`config.mk`:
```
export PLATFORM = sky130hd
export DESIGN_NAME = usb_cmd_top
export DESIGN_NICKNAME = d
export VERILOG_FILES = /design/src/hw/usb_pkg.sv /design/src/hw/usb_cmd_top.sv /design/src/hw/usb_bit_engine.sv
export SDC_FILE = /design/constraint.sdc
export NUM_CORES = 1
export LEC_CHECK = 0
export BUFFER_PORTS_ARGS = -buffer_cell sky130_fd_sc_hd__clkbuf_2
export CAP_MARGIN = 20
export CORE_MARGIN = 1
export CORE_UTILIZATION = 35
export DETAILED_ROUTE_END_ITERATION = 16
export GPL_TIMING_DRIVEN = 0
export HOLD_SLACK_MARGIN = 0.03
export PLACE_DENSITY = 0.54
export SLEW_MARGIN = 15
export SYNTH_ARGS = -nofsm -noshare
export SYNTH_HDL_FRONTEND = slang
export SYNTH_SLANG_ARGS = --single-unit
export TNS_END_PERCENT = 50
```
`constraint.sdc`:
```
create_clock -name i_clk -period 3.3 [get_ports i_clk]
set_input_delay 0.165 -clock i_clk [delete_from_list [all_inputs] [get_ports i_clk]]
set_output_delay 0.165 -clock i_clk [all_outputs]
set_load 0.03 [all_outputs]
```
`src/hw/usb_pkg.sv`:
```
// Shared constants and types for the USB request interpreter
package usb_pkg;
  localparam int        CLK_PERIOD_NS   = 5;
  // Byte 0 operation and interface codes
  localparam logic [7:0] OP_WRITE        = 8'h10;
  localparam logic [7:0] IF_GPIO         = 8'h08;
  localparam logic [7:0] IF_SPI_WIDE     = 8'h04;
  localparam logic [7:0] IF_I2C_FAST     = 8'h02;
  localparam logic [7:0] I2C_100K_SELECT = 8'h01;
  localparam logic [7:0] IF_SPI_NARROW   = 8'h00;
  // Status flags added to byte 0
  localparam logic [7:0] FLAG_REQ_ERROR   = 8'h80;
  localparam logic [7:0] BUS_FAILURE_FLAG = 8'h40;
  localparam logic [7:0] FLAG_DONE        = 8'h20;
  // Packet byte positions and limits
  localparam logic [5:0] POS_ADDR_HI = 6'h01;
  localparam logic [5:0] POS_LEN     = 6'h02;
  localparam logic [5:0] POS_REG     = 6'h03;
  localparam logic [5:0] POS_DATA    = 6'h04;
  localparam logic [6:0] PKT_MAX     = 7'h40;
  localparam logic [7:0] DATA_MAX    = 8'h3C;
  localparam logic [6:0] GPIO_RSP_LEN = 7'h05;
  localparam logic [6:0] GPIO_RESET  = 7'h00;
  // Bit periods and quarter-bit cycle counts
  localparam int         STD_BIT_NS  = 10000;
  localparam int         FAST_BIT_NS = 2500;
  localparam int         SPI_BIT_NS  = 1000;
  localparam logic [9:0] STD_QTR  = 10'(STD_BIT_NS / (4 * CLK_PERIOD_NS));
  localparam logic [9:0] FAST_QTR = 10'(FAST_BIT_NS / (4 * CLK_PERIOD_NS));
  localparam logic [9:0] SPI_QTR  = 10'(SPI_BIT_NS / (4 * CLK_PERIOD_NS));
  // Serial bus primitives
  typedef enum logic [4:0] {
    BOP_START = 5'b00001,
    BOP_STOP  = 5'b00010,
    BOP_WRITE = 5'b00100,
    BOP_READ  = 5'b01000,
    BOP_XFER  = 5'b10000
  } usb_bus_op_type;
endpackage

```
`src/hw/usb_cmd_top.sv`:
```
// Request interpreter: packet in, bus transaction, response packet out
// Contract
// - Byte 0 ORs read 0x00 or write 0x10 with interface 0x08, 0x04, 0x02, 0x01 or 0x00.
// - Byte 1 is I2C target or SPI address high, byte 2 length, byte 3 register or address low.
// - A clean completion returns byte 0 as received with 0x20 added.
// - A failed bus transaction such as a missing I2C acknowledge returns byte 0 with 0x40 added.
// - An undefined byte 0 value returns that value with 0x80 added.
// - Bytes 1 and 3 echo the address for I2C; SPI returns data shifted in at byte 3, and at byte 1 for interface 0x04 only.
// - Byte 2 repeats the length and bytes 4 onward echo the request data.
// - A read fetches the given length from the given register and returns it from byte 4.
// - Interface 0x08 selects the seven-line port, the address bytes taking no part.
// - Port bit 7 is unused, bits 6..4 the upper lines and 3..0 the lower lines, high to low.
// - Port requests carry length one and bytes 1 and 3 are ignored.
// - A port read samples the lines into byte 4 and sets the completion flag.
module usb_cmd_top
  import usb_pkg::*;
(
  input  wire logic       i_clk,
  input  wire logic       i_resetn,
  input  wire logic       i_req_valid,
  input  wire logic [7:0] i_req_data,
  input  wire logic       i_req_last,
  output logic            o_req_ready,
  output logic            o_rsp_valid,
  output logic [7:0]      o_rsp_data,
  output logic            o_rsp_last,
  input  wire logic       i_rsp_ready,
  input  wire logic       i_scl,
  output logic            o_scl,
  output logic            o_scl_oe,
  input  wire logic       i_sda,
  output logic            o_sda,
  output logic            o_sda_oe,
  output logic            o_spi_csn,
  output logic            o_spi_sclk,
  output logic            o_spi_mosi,
  input  wire logic       i_spi_miso,
  input  wire logic [6:0] i_port_lines,
  output logic            o_upper_port_line_c,
  output logic            o_upper_port_line_b,
  output logic            o_upper_port_line_a,
  output logic            o_lower_port_line_d,
  output logic            o_lower_port_line_c,
  output logic            o_lower_port_line_b,
  output logic            o_lower_port_line_a
);
  typedef enum logic [3:0] {
    ST_RX = 4'b0001, ST_RUN = 4'b0010, ST_WAIT = 4'b0100, ST_TX = 4'b1000
  } usb_state_type;
  typedef enum logic [7:0] {
    PH_START = 8'h01, PH_ADDR = 8'h02, PH_REGHI = 8'h04, PH_REG = 8'h08,
    PH_RSTART = 8'h10, PH_RADDR = 8'h20, PH_DATA = 8'h40, PH_STOP = 8'h80
  } usb_phase_type;

  logic [7:0]     buf_q [0:63];
  usb_state_type  st_q, st_d;
  usb_phase_type  ph_q, ph_d;
  logic [5:0]     idx_q, idx_d;
  logic [6:0]     cnt_q, cnt_d, rx_len_q, rx_len_d, rsp_len_q, rsp_len_d;
  logic [7:0]     stat_q, stat_d;
  logic           fail_q, fail_d, csn_q, csn_d;
  logic [6:0]     gpio_q, gpio_d, gp1_q, gp2_q;
  logic           mem_we, go, nlast, fin, eng_busy, eng_done, eng_nack;
  logic [5:0]     mem_addr, dp;
  logic [7:0]     mem_wd, obyte, eng_byte, b0, len_cap;
  usb_bus_op_type op;
  logic           wr, spi, gpio, code_ok, i2c_wr_ph;
  logic [9:0]     qtr;

  // Defined operation and interface combinations
  function automatic logic valid_code(input logic [7:0] b);
    logic [3:0] k;
    k = b[3:0];
    return (b[7:5] == 3'h0) && (k == IF_GPIO[3:0] || k == IF_SPI_WIDE[3:0] ||
           k == IF_I2C_FAST[3:0] || k == I2C_100K_SELECT[3:0] ||
           k == IF_SPI_NARROW[3:0]);
  endfunction

  // Request decode
  // operation and interface split
  assign b0      = buf_q[0];
  assign code_ok = valid_code(b0);
  assign wr      = b0[4];
  assign gpio    = (b0[3:0] == IF_GPIO[3:0]);
  assign spi     = (b0[3:0] == IF_SPI_WIDE[3:0]) || (b0[3:0] == IF_SPI_NARROW[3:0]);
  assign len_cap = (buf_q[POS_LEN] > DATA_MAX) ? DATA_MAX : buf_q[POS_LEN];
  assign dp      = idx_q + POS_DATA;
  assign qtr     = spi ? SPI_QTR : (b0[3:0] == IF_I2C_FAST[3:0]) ? FAST_QTR : STD_QTR;
  assign i2c_wr_ph = !spi && (ph_q == PH_ADDR || ph_q == PH_REG ||
                     ph_q == PH_RADDR || (ph_q == PH_DATA && wr));

  // Port input synchroniser
  always_ff @(posedge i_clk or negedge i_resetn) begin
    if (!i_resetn) begin
      gp1_q <= 7'h00;
      gp2_q <= 7'h00;
    end else begin
      gp1_q <= i_port_lines;
      gp2_q <= gp1_q;
    end
  end

  // Sequencer next state
  always_comb begin
    st_d = st_q; ph_d = ph_q; idx_d = idx_q; cnt_d = cnt_q;
    rx_len_d = rx_len_q; rsp_len_d = rsp_len_q; stat_d = stat_q;
    fail_d = fail_q; csn_d = csn_q; gpio_d = gpio_q;
    mem_we = 1'b0; mem_addr = cnt_q[5:0]; mem_wd = i_req_data;
    go = 1'b0; op = BOP_START; obyte = 8'h00; nlast = 1'b0; fin = 1'b0;
    unique case (st_q)
      ST_RX: if (i_req_valid) begin
        mem_we = ~cnt_q[6];
        cnt_d  = (cnt_q == PKT_MAX) ? cnt_q : cnt_q + 7'h01;
        if (i_req_last) begin
          rx_len_d = cnt_d; cnt_d = 7'h00; idx_d = 6'h00; fail_d = 1'b0;
          st_d = ST_RUN; ph_d = PH_START;
        end
      end
      ST_RUN: begin
        go = (ph_q != PH_START); st_d = go ? ST_WAIT : st_q;
        unique case (ph_q)
          PH_START: if (!code_ok) begin
            stat_d = b0 | FLAG_REQ_ERROR; rsp_len_d = rx_len_q; st_d = ST_TX;
          end else if (gpio) begin
            if (wr) gpio_d = buf_q[POS_DATA][6:0];
            else begin
              // port lines sampled into byte 4
              mem_we = 1'b1; mem_addr = POS_DATA; mem_wd = {1'b0, gp2_q};
            end
            stat_d = b0 | FLAG_DONE; st_d = ST_TX;
            rsp_len_d = wr ? rx_len_q : GPIO_RSP_LEN;
          end else if (spi) begin
            csn_d = 1'b0; ph_d = b0[2] ? PH_REGHI : PH_REG;
          end else begin
            // I2C start runs in its own phase
            go = 1'b1; st_d = ST_WAIT;
          end
          PH_ADDR:   begin op = BOP_WRITE; obyte = {buf_q[POS_ADDR_HI][7:1], 1'b0}; end
          PH_REGHI:  begin op = BOP_XFER; obyte = buf_q[POS_ADDR_HI]; end
          PH_REG:    begin op = spi ? BOP_XFER : BOP_WRITE; obyte = buf_q[POS_REG]; end
          PH_RSTART: op = BOP_START;
          PH_RADDR:  begin op = BOP_WRITE; obyte = {buf_q[POS_ADDR_HI][7:1], 1'b1}; end
          PH_DATA: begin
            op    = spi ? BOP_XFER : (wr ? BOP_WRITE : BOP_READ);
            obyte = wr ? buf_q[dp] : 8'h00;
            nlast = ({2'b00, idx_q} == len_cap - 8'h01);
          end
          PH_STOP:   op = BOP_STOP;
        endcase
      end
      ST_WAIT: if (eng_done) begin
        st_d = ST_RUN;
        if (i2c_wr_ph && eng_nack) begin
          fail_d = 1'b1; ph_d = PH_STOP;
        end else begin
          unique case (ph_q)
            PH_START:  ph_d = PH_ADDR;
            PH_ADDR:   ph_d = PH_REG;
            PH_REGHI: begin
              mem_we = 1'b1; mem_addr = POS_ADDR_HI; mem_wd = eng_byte; ph_d = PH_REG;
            end
            PH_REG: begin
              mem_we = spi; mem_addr = POS_REG; mem_wd = eng_byte;
              if (len_cap == 8'h00) begin
                fin = spi; ph_d = PH_STOP;
              end else ph_d = (!spi && !wr) ? PH_RSTART : PH_DATA;
            end
            PH_RSTART: ph_d = PH_RADDR;
            PH_RADDR:  ph_d = PH_DATA;
            PH_DATA: begin
              mem_we = !wr; mem_addr = dp; mem_wd = eng_byte; idx_d = idx_q + 6'h01;
              if ({2'b00, idx_q} == len_cap - 8'h01) begin
                fin = spi; ph_d = PH_STOP;
              end
            end
            PH_STOP: fin = 1'b1;
          endcase
        end
      end
      ST_TX: if (i_rsp_ready) begin
        cnt_d = o_rsp_last ? 7'h00 : cnt_q + 7'h01;
        st_d  = o_rsp_last ? ST_RX : ST_TX;
      end
    endcase
    // response released only once the bus is idle
    if (fin) begin
      stat_d    = b0 | (fail_q ? BUS_FAILURE_FLAG : FLAG_DONE);
      csn_d     = 1'b1; st_d = ST_TX;
      rsp_len_d = wr ? rx_len_q : len_cap[6:0] + {1'b0, POS_DATA};
    end
  end

  // Sequencer registers
  always_ff @(posedge i_clk or negedge i_resetn) begin
    if (!i_resetn) begin
      st_q <= ST_RX; ph_q <= PH_START; idx_q <= 6'h00; cnt_q <= 7'h00;
      rx_len_q <= 7'h00; rsp_len_q <= 7'h00; stat_q <= 8'h00;
      fail_q <= 1'b0; csn_q <= 1'b1; gpio_q <= GPIO_RESET;
    end else begin
      st_q <= st_d; ph_q <= ph_d; idx_q <= idx_d; cnt_q <= cnt_d;
      rx_len_q <= rx_len_d; rsp_len_q <= rsp_len_d; stat_q <= stat_d;
      fail_q <= fail_d; csn_q <= csn_d; gpio_q <= gpio_d;
    end
  end

  // Packet store
  always_ff @(posedge i_clk) begin
    if (mem_we) buf_q[mem_addr] <= mem_wd;
  end

  usb_bit_engine u_eng (
    .i_clk       (i_clk),
    .i_resetn    (i_resetn),
    .i_go        (go),
    .i_op        (op),
    .i_qtr       (qtr),
    .i_byte      (obyte),
    .i_nack_last (nlast),
    .i_scl       (i_scl),
    .i_sda       (i_sda),
    .i_miso      (i_spi_miso),
    .o_busy      (eng_busy),
    .o_done      (eng_done),
    .o_byte      (eng_byte),
    .o_nack      (eng_nack),
    .o_scl_oe    (o_scl_oe),
    .o_sda_oe    (o_sda_oe),
    .o_sclk      (o_spi_sclk),
    .o_mosi      (o_spi_mosi)
  );

  // Outputs
  // byte 0 from status, rest from the packet store
  assign o_req_ready = (st_q == ST_RX);
  assign o_rsp_valid = (st_q == ST_TX);
  assign o_rsp_data  = (cnt_q == 7'h00) ? stat_q : buf_q[cnt_q[5:0]];
  assign o_rsp_last  = (cnt_q == rsp_len_q - 7'h01);
  assign o_scl       = 1'b0;
  assign o_sda       = 1'b0;
  assign o_spi_csn   = csn_q;
  assign {o_upper_port_line_c, o_upper_port_line_b, o_upper_port_line_a} = gpio_q[6:4];
  assign {o_lower_port_line_d, o_lower_port_line_c, o_lower_port_line_b,
          o_lower_port_line_a} = gpio_q[3:0];
endmodule

```
`src/hw/usb_bit_engine.sv`:
```
// Bit engine for I2C primitives and SPI byte exchange
module usb_bit_engine
  import usb_pkg::*;
(
  input  wire logic           i_clk,
  input  wire logic           i_resetn,
  input  wire logic           i_go,
  input  wire usb_bus_op_type i_op,
  input  wire logic [9:0]     i_qtr,
  input  wire logic [7:0]     i_byte,
  input  wire logic           i_nack_last,
  input  wire logic           i_scl,
  input  wire logic           i_sda,
  input  wire logic           i_miso,
  output logic                o_busy,
  output logic                o_done,
  output logic [7:0]          o_byte,
  output logic                o_nack,
  output logic                o_scl_oe,
  output logic                o_sda_oe,
  output logic                o_sclk,
  output logic                o_mosi
);
  logic [2:0]     s1_q, s2_q;
  logic           run_q, run_d, done_q, done_d, nack_q, nack_d, nl_q, nl_d;
  usb_bus_op_type op_q, op_d;
  logic [3:0]     bit_q, bit_d;
  logic [1:0]     qtr_q, qtr_d;
  logic [9:0]     cnt_q, cnt_d;
  logic [7:0]     sh_q, sh_d, rx_q, rx_d;
  logic           scl_oe_d, sda_oe_d, sclk_d, mosi_d;
  logic           scl_oe_q, sda_oe_q, sclk_q, mosi_q, sda_lag_q;
  logic [3:0]     last_bit;
  logic           hi, scl_rel, sda_rel, in_bit;

  // Two-flop synchronisers for scl, sda, miso
  always_ff @(posedge i_clk or negedge i_resetn) begin
    if (!i_resetn) begin
      s1_q <= 3'h7;
      s2_q <= 3'h7;
    end else begin
      s1_q <= {i_scl, i_sda, i_miso};
      s2_q <= s1_q;
    end
  end

  // Pin levels and sequencing per quarter bit
  always_comb begin
    hi       = qtr_q[1];
    last_bit = (op_q == BOP_XFER) ? 4'h7 :
               (op_q == BOP_START || op_q == BOP_STOP) ? 4'h0 : 4'h8;
    scl_rel  = hi;
    sda_rel  = 1'b1;
    unique case (op_q)
      BOP_START: begin
        // Clock low first so a repeated start sees data rise
        sda_rel = ~hi;
        scl_rel = (qtr_q == 2'h1) || (qtr_q == 2'h2);
      end
      BOP_STOP: begin
        sda_rel = hi;
        scl_rel = (qtr_q != 2'h0);
      end
      BOP_WRITE: sda_rel = (bit_q == 4'h8) | sh_q[7];
      BOP_READ:  sda_rel = (bit_q != 4'h8) | nl_q;
      BOP_XFER:  sda_rel = 1'b1;
    endcase
    in_bit   = (op_q == BOP_XFER) ? s2_q[0] : s2_q[1];
    run_d = run_q; op_d = op_q; bit_d = bit_q; qtr_d = qtr_q; cnt_d = cnt_q;
    sh_d = sh_q; rx_d = rx_q; nack_d = nack_q; nl_d = nl_q; done_d = 1'b0;
    if (!run_q) begin
      if (i_go) begin
        run_d = 1'b1; op_d = i_op; sh_d = i_byte; nl_d = i_nack_last;
        bit_d = 4'h0; qtr_d = 2'h0; cnt_d = i_qtr - 10'h001; nack_d = 1'b0;
      end
    end else if (op_q != BOP_XFER && scl_rel && !s2_q[2]) begin
      cnt_d = cnt_q;
    end else if (cnt_q != 10'h000) begin
      cnt_d = cnt_q - 10'h001;
    end else begin
      cnt_d = i_qtr - 10'h001;
      qtr_d = qtr_q + 2'h1;
      if (qtr_q == 2'h3) begin
        if (bit_q == 4'h8 && op_q == BOP_WRITE) nack_d = in_bit;
        else if (bit_q != 4'h8) rx_d = {rx_q[6:0], in_bit};
        if (bit_q == last_bit) begin
          run_d  = 1'b0;
          done_d = 1'b1;
        end else begin
          bit_d = bit_q + 4'h1;
          sh_d  = {sh_q[6:0], 1'b0};
        end
      end
    end
    // I2C lines hold their level between primitives, no glitch; SPI clock and data drop low
    scl_oe_d = run_q ? (~scl_rel & (op_q != BOP_XFER)) : scl_oe_q;
    sda_oe_d = run_q ? (~sda_rel & (op_q != BOP_XFER)) : sda_oe_q;
    sclk_d   = run_q & hi & (op_q == BOP_XFER);
    mosi_d   = run_q & sh_q[7] & (op_q == BOP_XFER);
  end

  // Engine state and registered pins
  always_ff @(posedge i_clk or negedge i_resetn) begin
    if (!i_resetn) begin
      run_q <= 1'b0; op_q <= BOP_START; bit_q <= 4'h0; qtr_q <= 2'h0;
      cnt_q <= 10'h000; sh_q <= 8'h00; rx_q <= 8'h00; nack_q <= 1'b0;
      nl_q <= 1'b0; done_q <= 1'b0; scl_oe_q <= 1'b0; sda_oe_q <= 1'b0;
      sclk_q <= 1'b0; mosi_q <= 1'b0; sda_lag_q <= 1'b0;
    end else begin
      run_q <= run_d; op_q <= op_d; bit_q <= bit_d; qtr_q <= qtr_d;
      cnt_q <= cnt_d; sh_q <= sh_d; rx_q <= rx_d; nack_q <= nack_d;
      nl_q <= nl_d; done_q <= done_d; scl_oe_q <= scl_oe_d;
      sda_oe_q <= sda_oe_d; sclk_q <= sclk_d; mosi_q <= mosi_d;
      sda_lag_q <= sda_oe_q;
    end
  end

  assign o_busy   = run_q | done_q;
  assign o_done   = done_q;
  assign o_byte   = rx_q;
  assign o_nack   = nack_q;
  assign o_scl_oe = scl_oe_q;
  assign o_sda_oe = sda_lag_q; // Data lags clock one cycle for hold
  assign o_sclk   = sclk_q;
  assign o_mosi   = mosi_q;
endmodule

```
==> out/results.ini <==
[yosys]
synth_async_sr_flop_share=0.1924
yosys_warnings=0
ys_seq_area_frac=0.5957
ys_top_cells_by_count=edfxtp_1, mux4_2, nand2_1, nor2_1, dfrtp_1
synth_area_um2=30950
ys_types=92
syn-mean-instance-area_um2=16.61
synth-edff-count=512
synth.top_cell.area_share=0.4967
synth-seq-cells=634
synth_top_cell_by_area=edfxtp_1
synthTopCellsByArea=edfxtp_1, mux4_2, dfrtp_1
syn_inst=1864
synth.most_common_cell=edfxtp_1
synth_flop_cell=edfxtp_1

[die]
dieArea_um2=89630
start_util=0.3551
die_h_um=299.4
core_area_um2=87160
chipWidth_um=299.4
io_pins=48
num_rows=108

[critical_path]
path_buf_inv=5
crit_required_ns=3.13
path_cells=buf_8 > buf_12 > buf_12 > buf_8 > mux4_2 > mux4_2 > mux4_2 > mux2_4 > buf_8
cp-start-kind=flip-flop
slowest_stage=mux4_2
worst-setup-path-type=reg2out
slowest_delay_ns=0.55
critPathTopFamily=multiplexers
cp_max_fo=8
critPathCaptureType=output pin
cp.arrival_ns=3.74

[timing]
worstMarginPinSlew_ns=1.063
slew_headroom=0.2872
period_share=1.184
rsz0062_at_grt=true
hold_violations=0
drv_slew=0
setup_viol=38
fin_crit_ns=3.908
fin_ws_ns=-0.6075
clock_skew_ns=0.02678
clock.fmax_ghz=0.2559

[power_and_ir_drop]
p_leak_nw=13.20
pwr-share-clk=0.319
pwr-share-seq=0.350
switching_share=0.3205
internal-power_mw=17.34
p_sw_mw=8.176
powerDensity_nw_per_um2=650.4
combPwrFrac=0.331
ir_worst_vdd_mv=0.8138

[layout]
layout.nets=2201
area_growth_pct=26.71
antenna_cells=0
multiInputGateArea_um2=13070
seqCellArea_um2=18450
final_core_util=0.4500
num-fill-cells=7508
final_layout_size_suffix_gt1_frac=0.4274

[run_status]
status=finished with violations
violations=negative setup slack

[grt]
grt_pass1_wl_um=150500
grt_pass1_vias=20370
overflow=0
track_usage=0.2360
grt_max_degree=79
antenna_found_initial=1

[place]
io_buffers=45
hpwl_um=72230
pre_cts_slack_ns=-2.069
gp_congestion=0.9467

[clock_network]
clk_latency_ns=0.65
cts_tree=done
cts_max_level=3
numCtsBuffers=71
cts-root-buf=clkbuf_16
clock_sinks=634
clk_pin_slew_ns=0.06
clockBufferDepth=3

[drt]
drtIter0Drc=2327
route.vias.total=20250
wl_per_cell_um=31.10
routed_via_density=5.995
firstDrtPassIters=7
ant_nets=0
drc_errors=0
wirelength_um=105100

[run]
maxCapViolCount=0

[hold_path]
hp-class=in2async

[per-layer routing]
layer,GRT usage,part of all wire,vias to the layer above
li1,-,-,8233
met3,0.03994,0.080,234
met4,0.08661,0.042,0
met1,0.3216,0.40,10710
met2,0.3803,0.48,1071
met5,0,0,-
[power groups by stage]
stage               Sequential (mW)  Clock (mW)  Combinational (mW)
finish                         8.92        8.14                8.44
global route                   8.93        8.53                8.65
CTS                            8.91        8.25                8.08
detailed placement             9.07           0                6.83
global placement               9.10           0                6.70
floorplan                      9.06           0                4.15
[kinds of logic after synthesis]
family                   Yosys count  synth area share
buffers and inverters            160           0.02106
multiplexers                     361            0.2505
XOR/XNOR                          32          0.009055
AND/OR/NAND/NOR                  440           0.06985
other                              1         0.0001211
AO/OA/AOI/OAI                    222           0.04814
flip-flops                       634            0.5957
adder cells (fa/ha/maj)           14          0.005578
[what timing repair did]
item / in CTS / in global routing
cloned: 2 / 0
hold buffers: 14 / 0
gates resized for setup: 398 / 94
setup buffers: 127 / 36
hold endpoints to repair: 126 / 0
setup endpoints to repair: 1078 / 860
pin swaps: 83 / 37
[area by class of cell]
| type | instances | area share |
|---|---|---|
| plain buffers | 111 | 0.02351 |
| multi-input cells | 1071 | 0.3331 |
| inverters | 38 | 0.003637 |
| clock buffers | 88 | 0.04798 |
| repair buffers | 238 | 0.07286 |
| flip-flops and latches | 634 | 0.4703 |
| well taps | 1155 | 0.03684 |
| clock inverters | 43 | 0.01174 |
[state kept, by name (all words and copies together), names as in the netlist, 5 cells and up]
register	flops
rx_len_q	7
rsp_len_q	7
gpio_q	7
u_eng.cnt_q	10
u_eng.sh_q	8
ph_q	8
idx_q	6
u_eng.o_byte	8
gp2_q	7
u_eng.op_q	5
buf_q	512
stat_q	8
cnt_q	7
gp1_q	7
[layout by cell type (no fill, tap or decap), types with 11 or more instances in the layout]
cell type      instances
a21oi_1               31
buf_12                76
buf_4                102
buf_6                 32
buf_8                 15
clkbuf_1              40
clkbuf_16             73
clkbuf_2              52
clkbuf_4              11
clkinv_1              15
clkinv_2              13
dfrtp_1              107
dlygate4sd3_1         14
edfxtp_1             512
ha_1                  12
inv_1                 35
mux2_2                16
mux4_2               328
nand2_1              124
nand3_1               24
nor2_1                62
nor2_4                68
nor3_1                20
o21ai_0               68
xnor2_1               18
xor2_1                13
[per-stage QoR]
stage | hold slack, ns | std cells | area, um2 | setup TNS, ns | power, mW
final | 0.03973 | 3378 | 39220 | -4.944 | 25.51
after global routing | 0.08113 | 3378 | 39220 | -16.84 | 26.11
after CTS | 0.04236 | 3346 | 38520 | -5.090 | 25.23
after detailed placement | 0.1465 | 3080 | 32930 | -1091.07 | 15.90
after global placement | 0.2572 | 3065 | 32630 | -1720.36 | 15.80
after floorplan | -0.1306 | 1865 | 30960 | 0 | 13.21
[worst paths after layout]
| check | from | to | slack [ns] | cells after the start |
|---|---|---|---|---|
| setup / recovery | cnt_q[0] | o_rsp_data[1] | -0.61 | 9 |
| hold / removal | i_resetn | gpio_q[2] | 0.04 | 2 |
| setup reg to reg | idx_q[1] | u_eng.sh_q[1] | -0.05 | 10 |
| hold reg to reg | u_eng.s1_q[0] | u_eng.s2_q[0] | 0.34 | 0 |
| max in group asynchronous | i_resetn | st_q[0] | 2.48 | 3 |
| min in group i_clk | i_scl | u_eng.s1_q[2] | 0.16 | 2 |
Power figures use the tool's default switching activity.
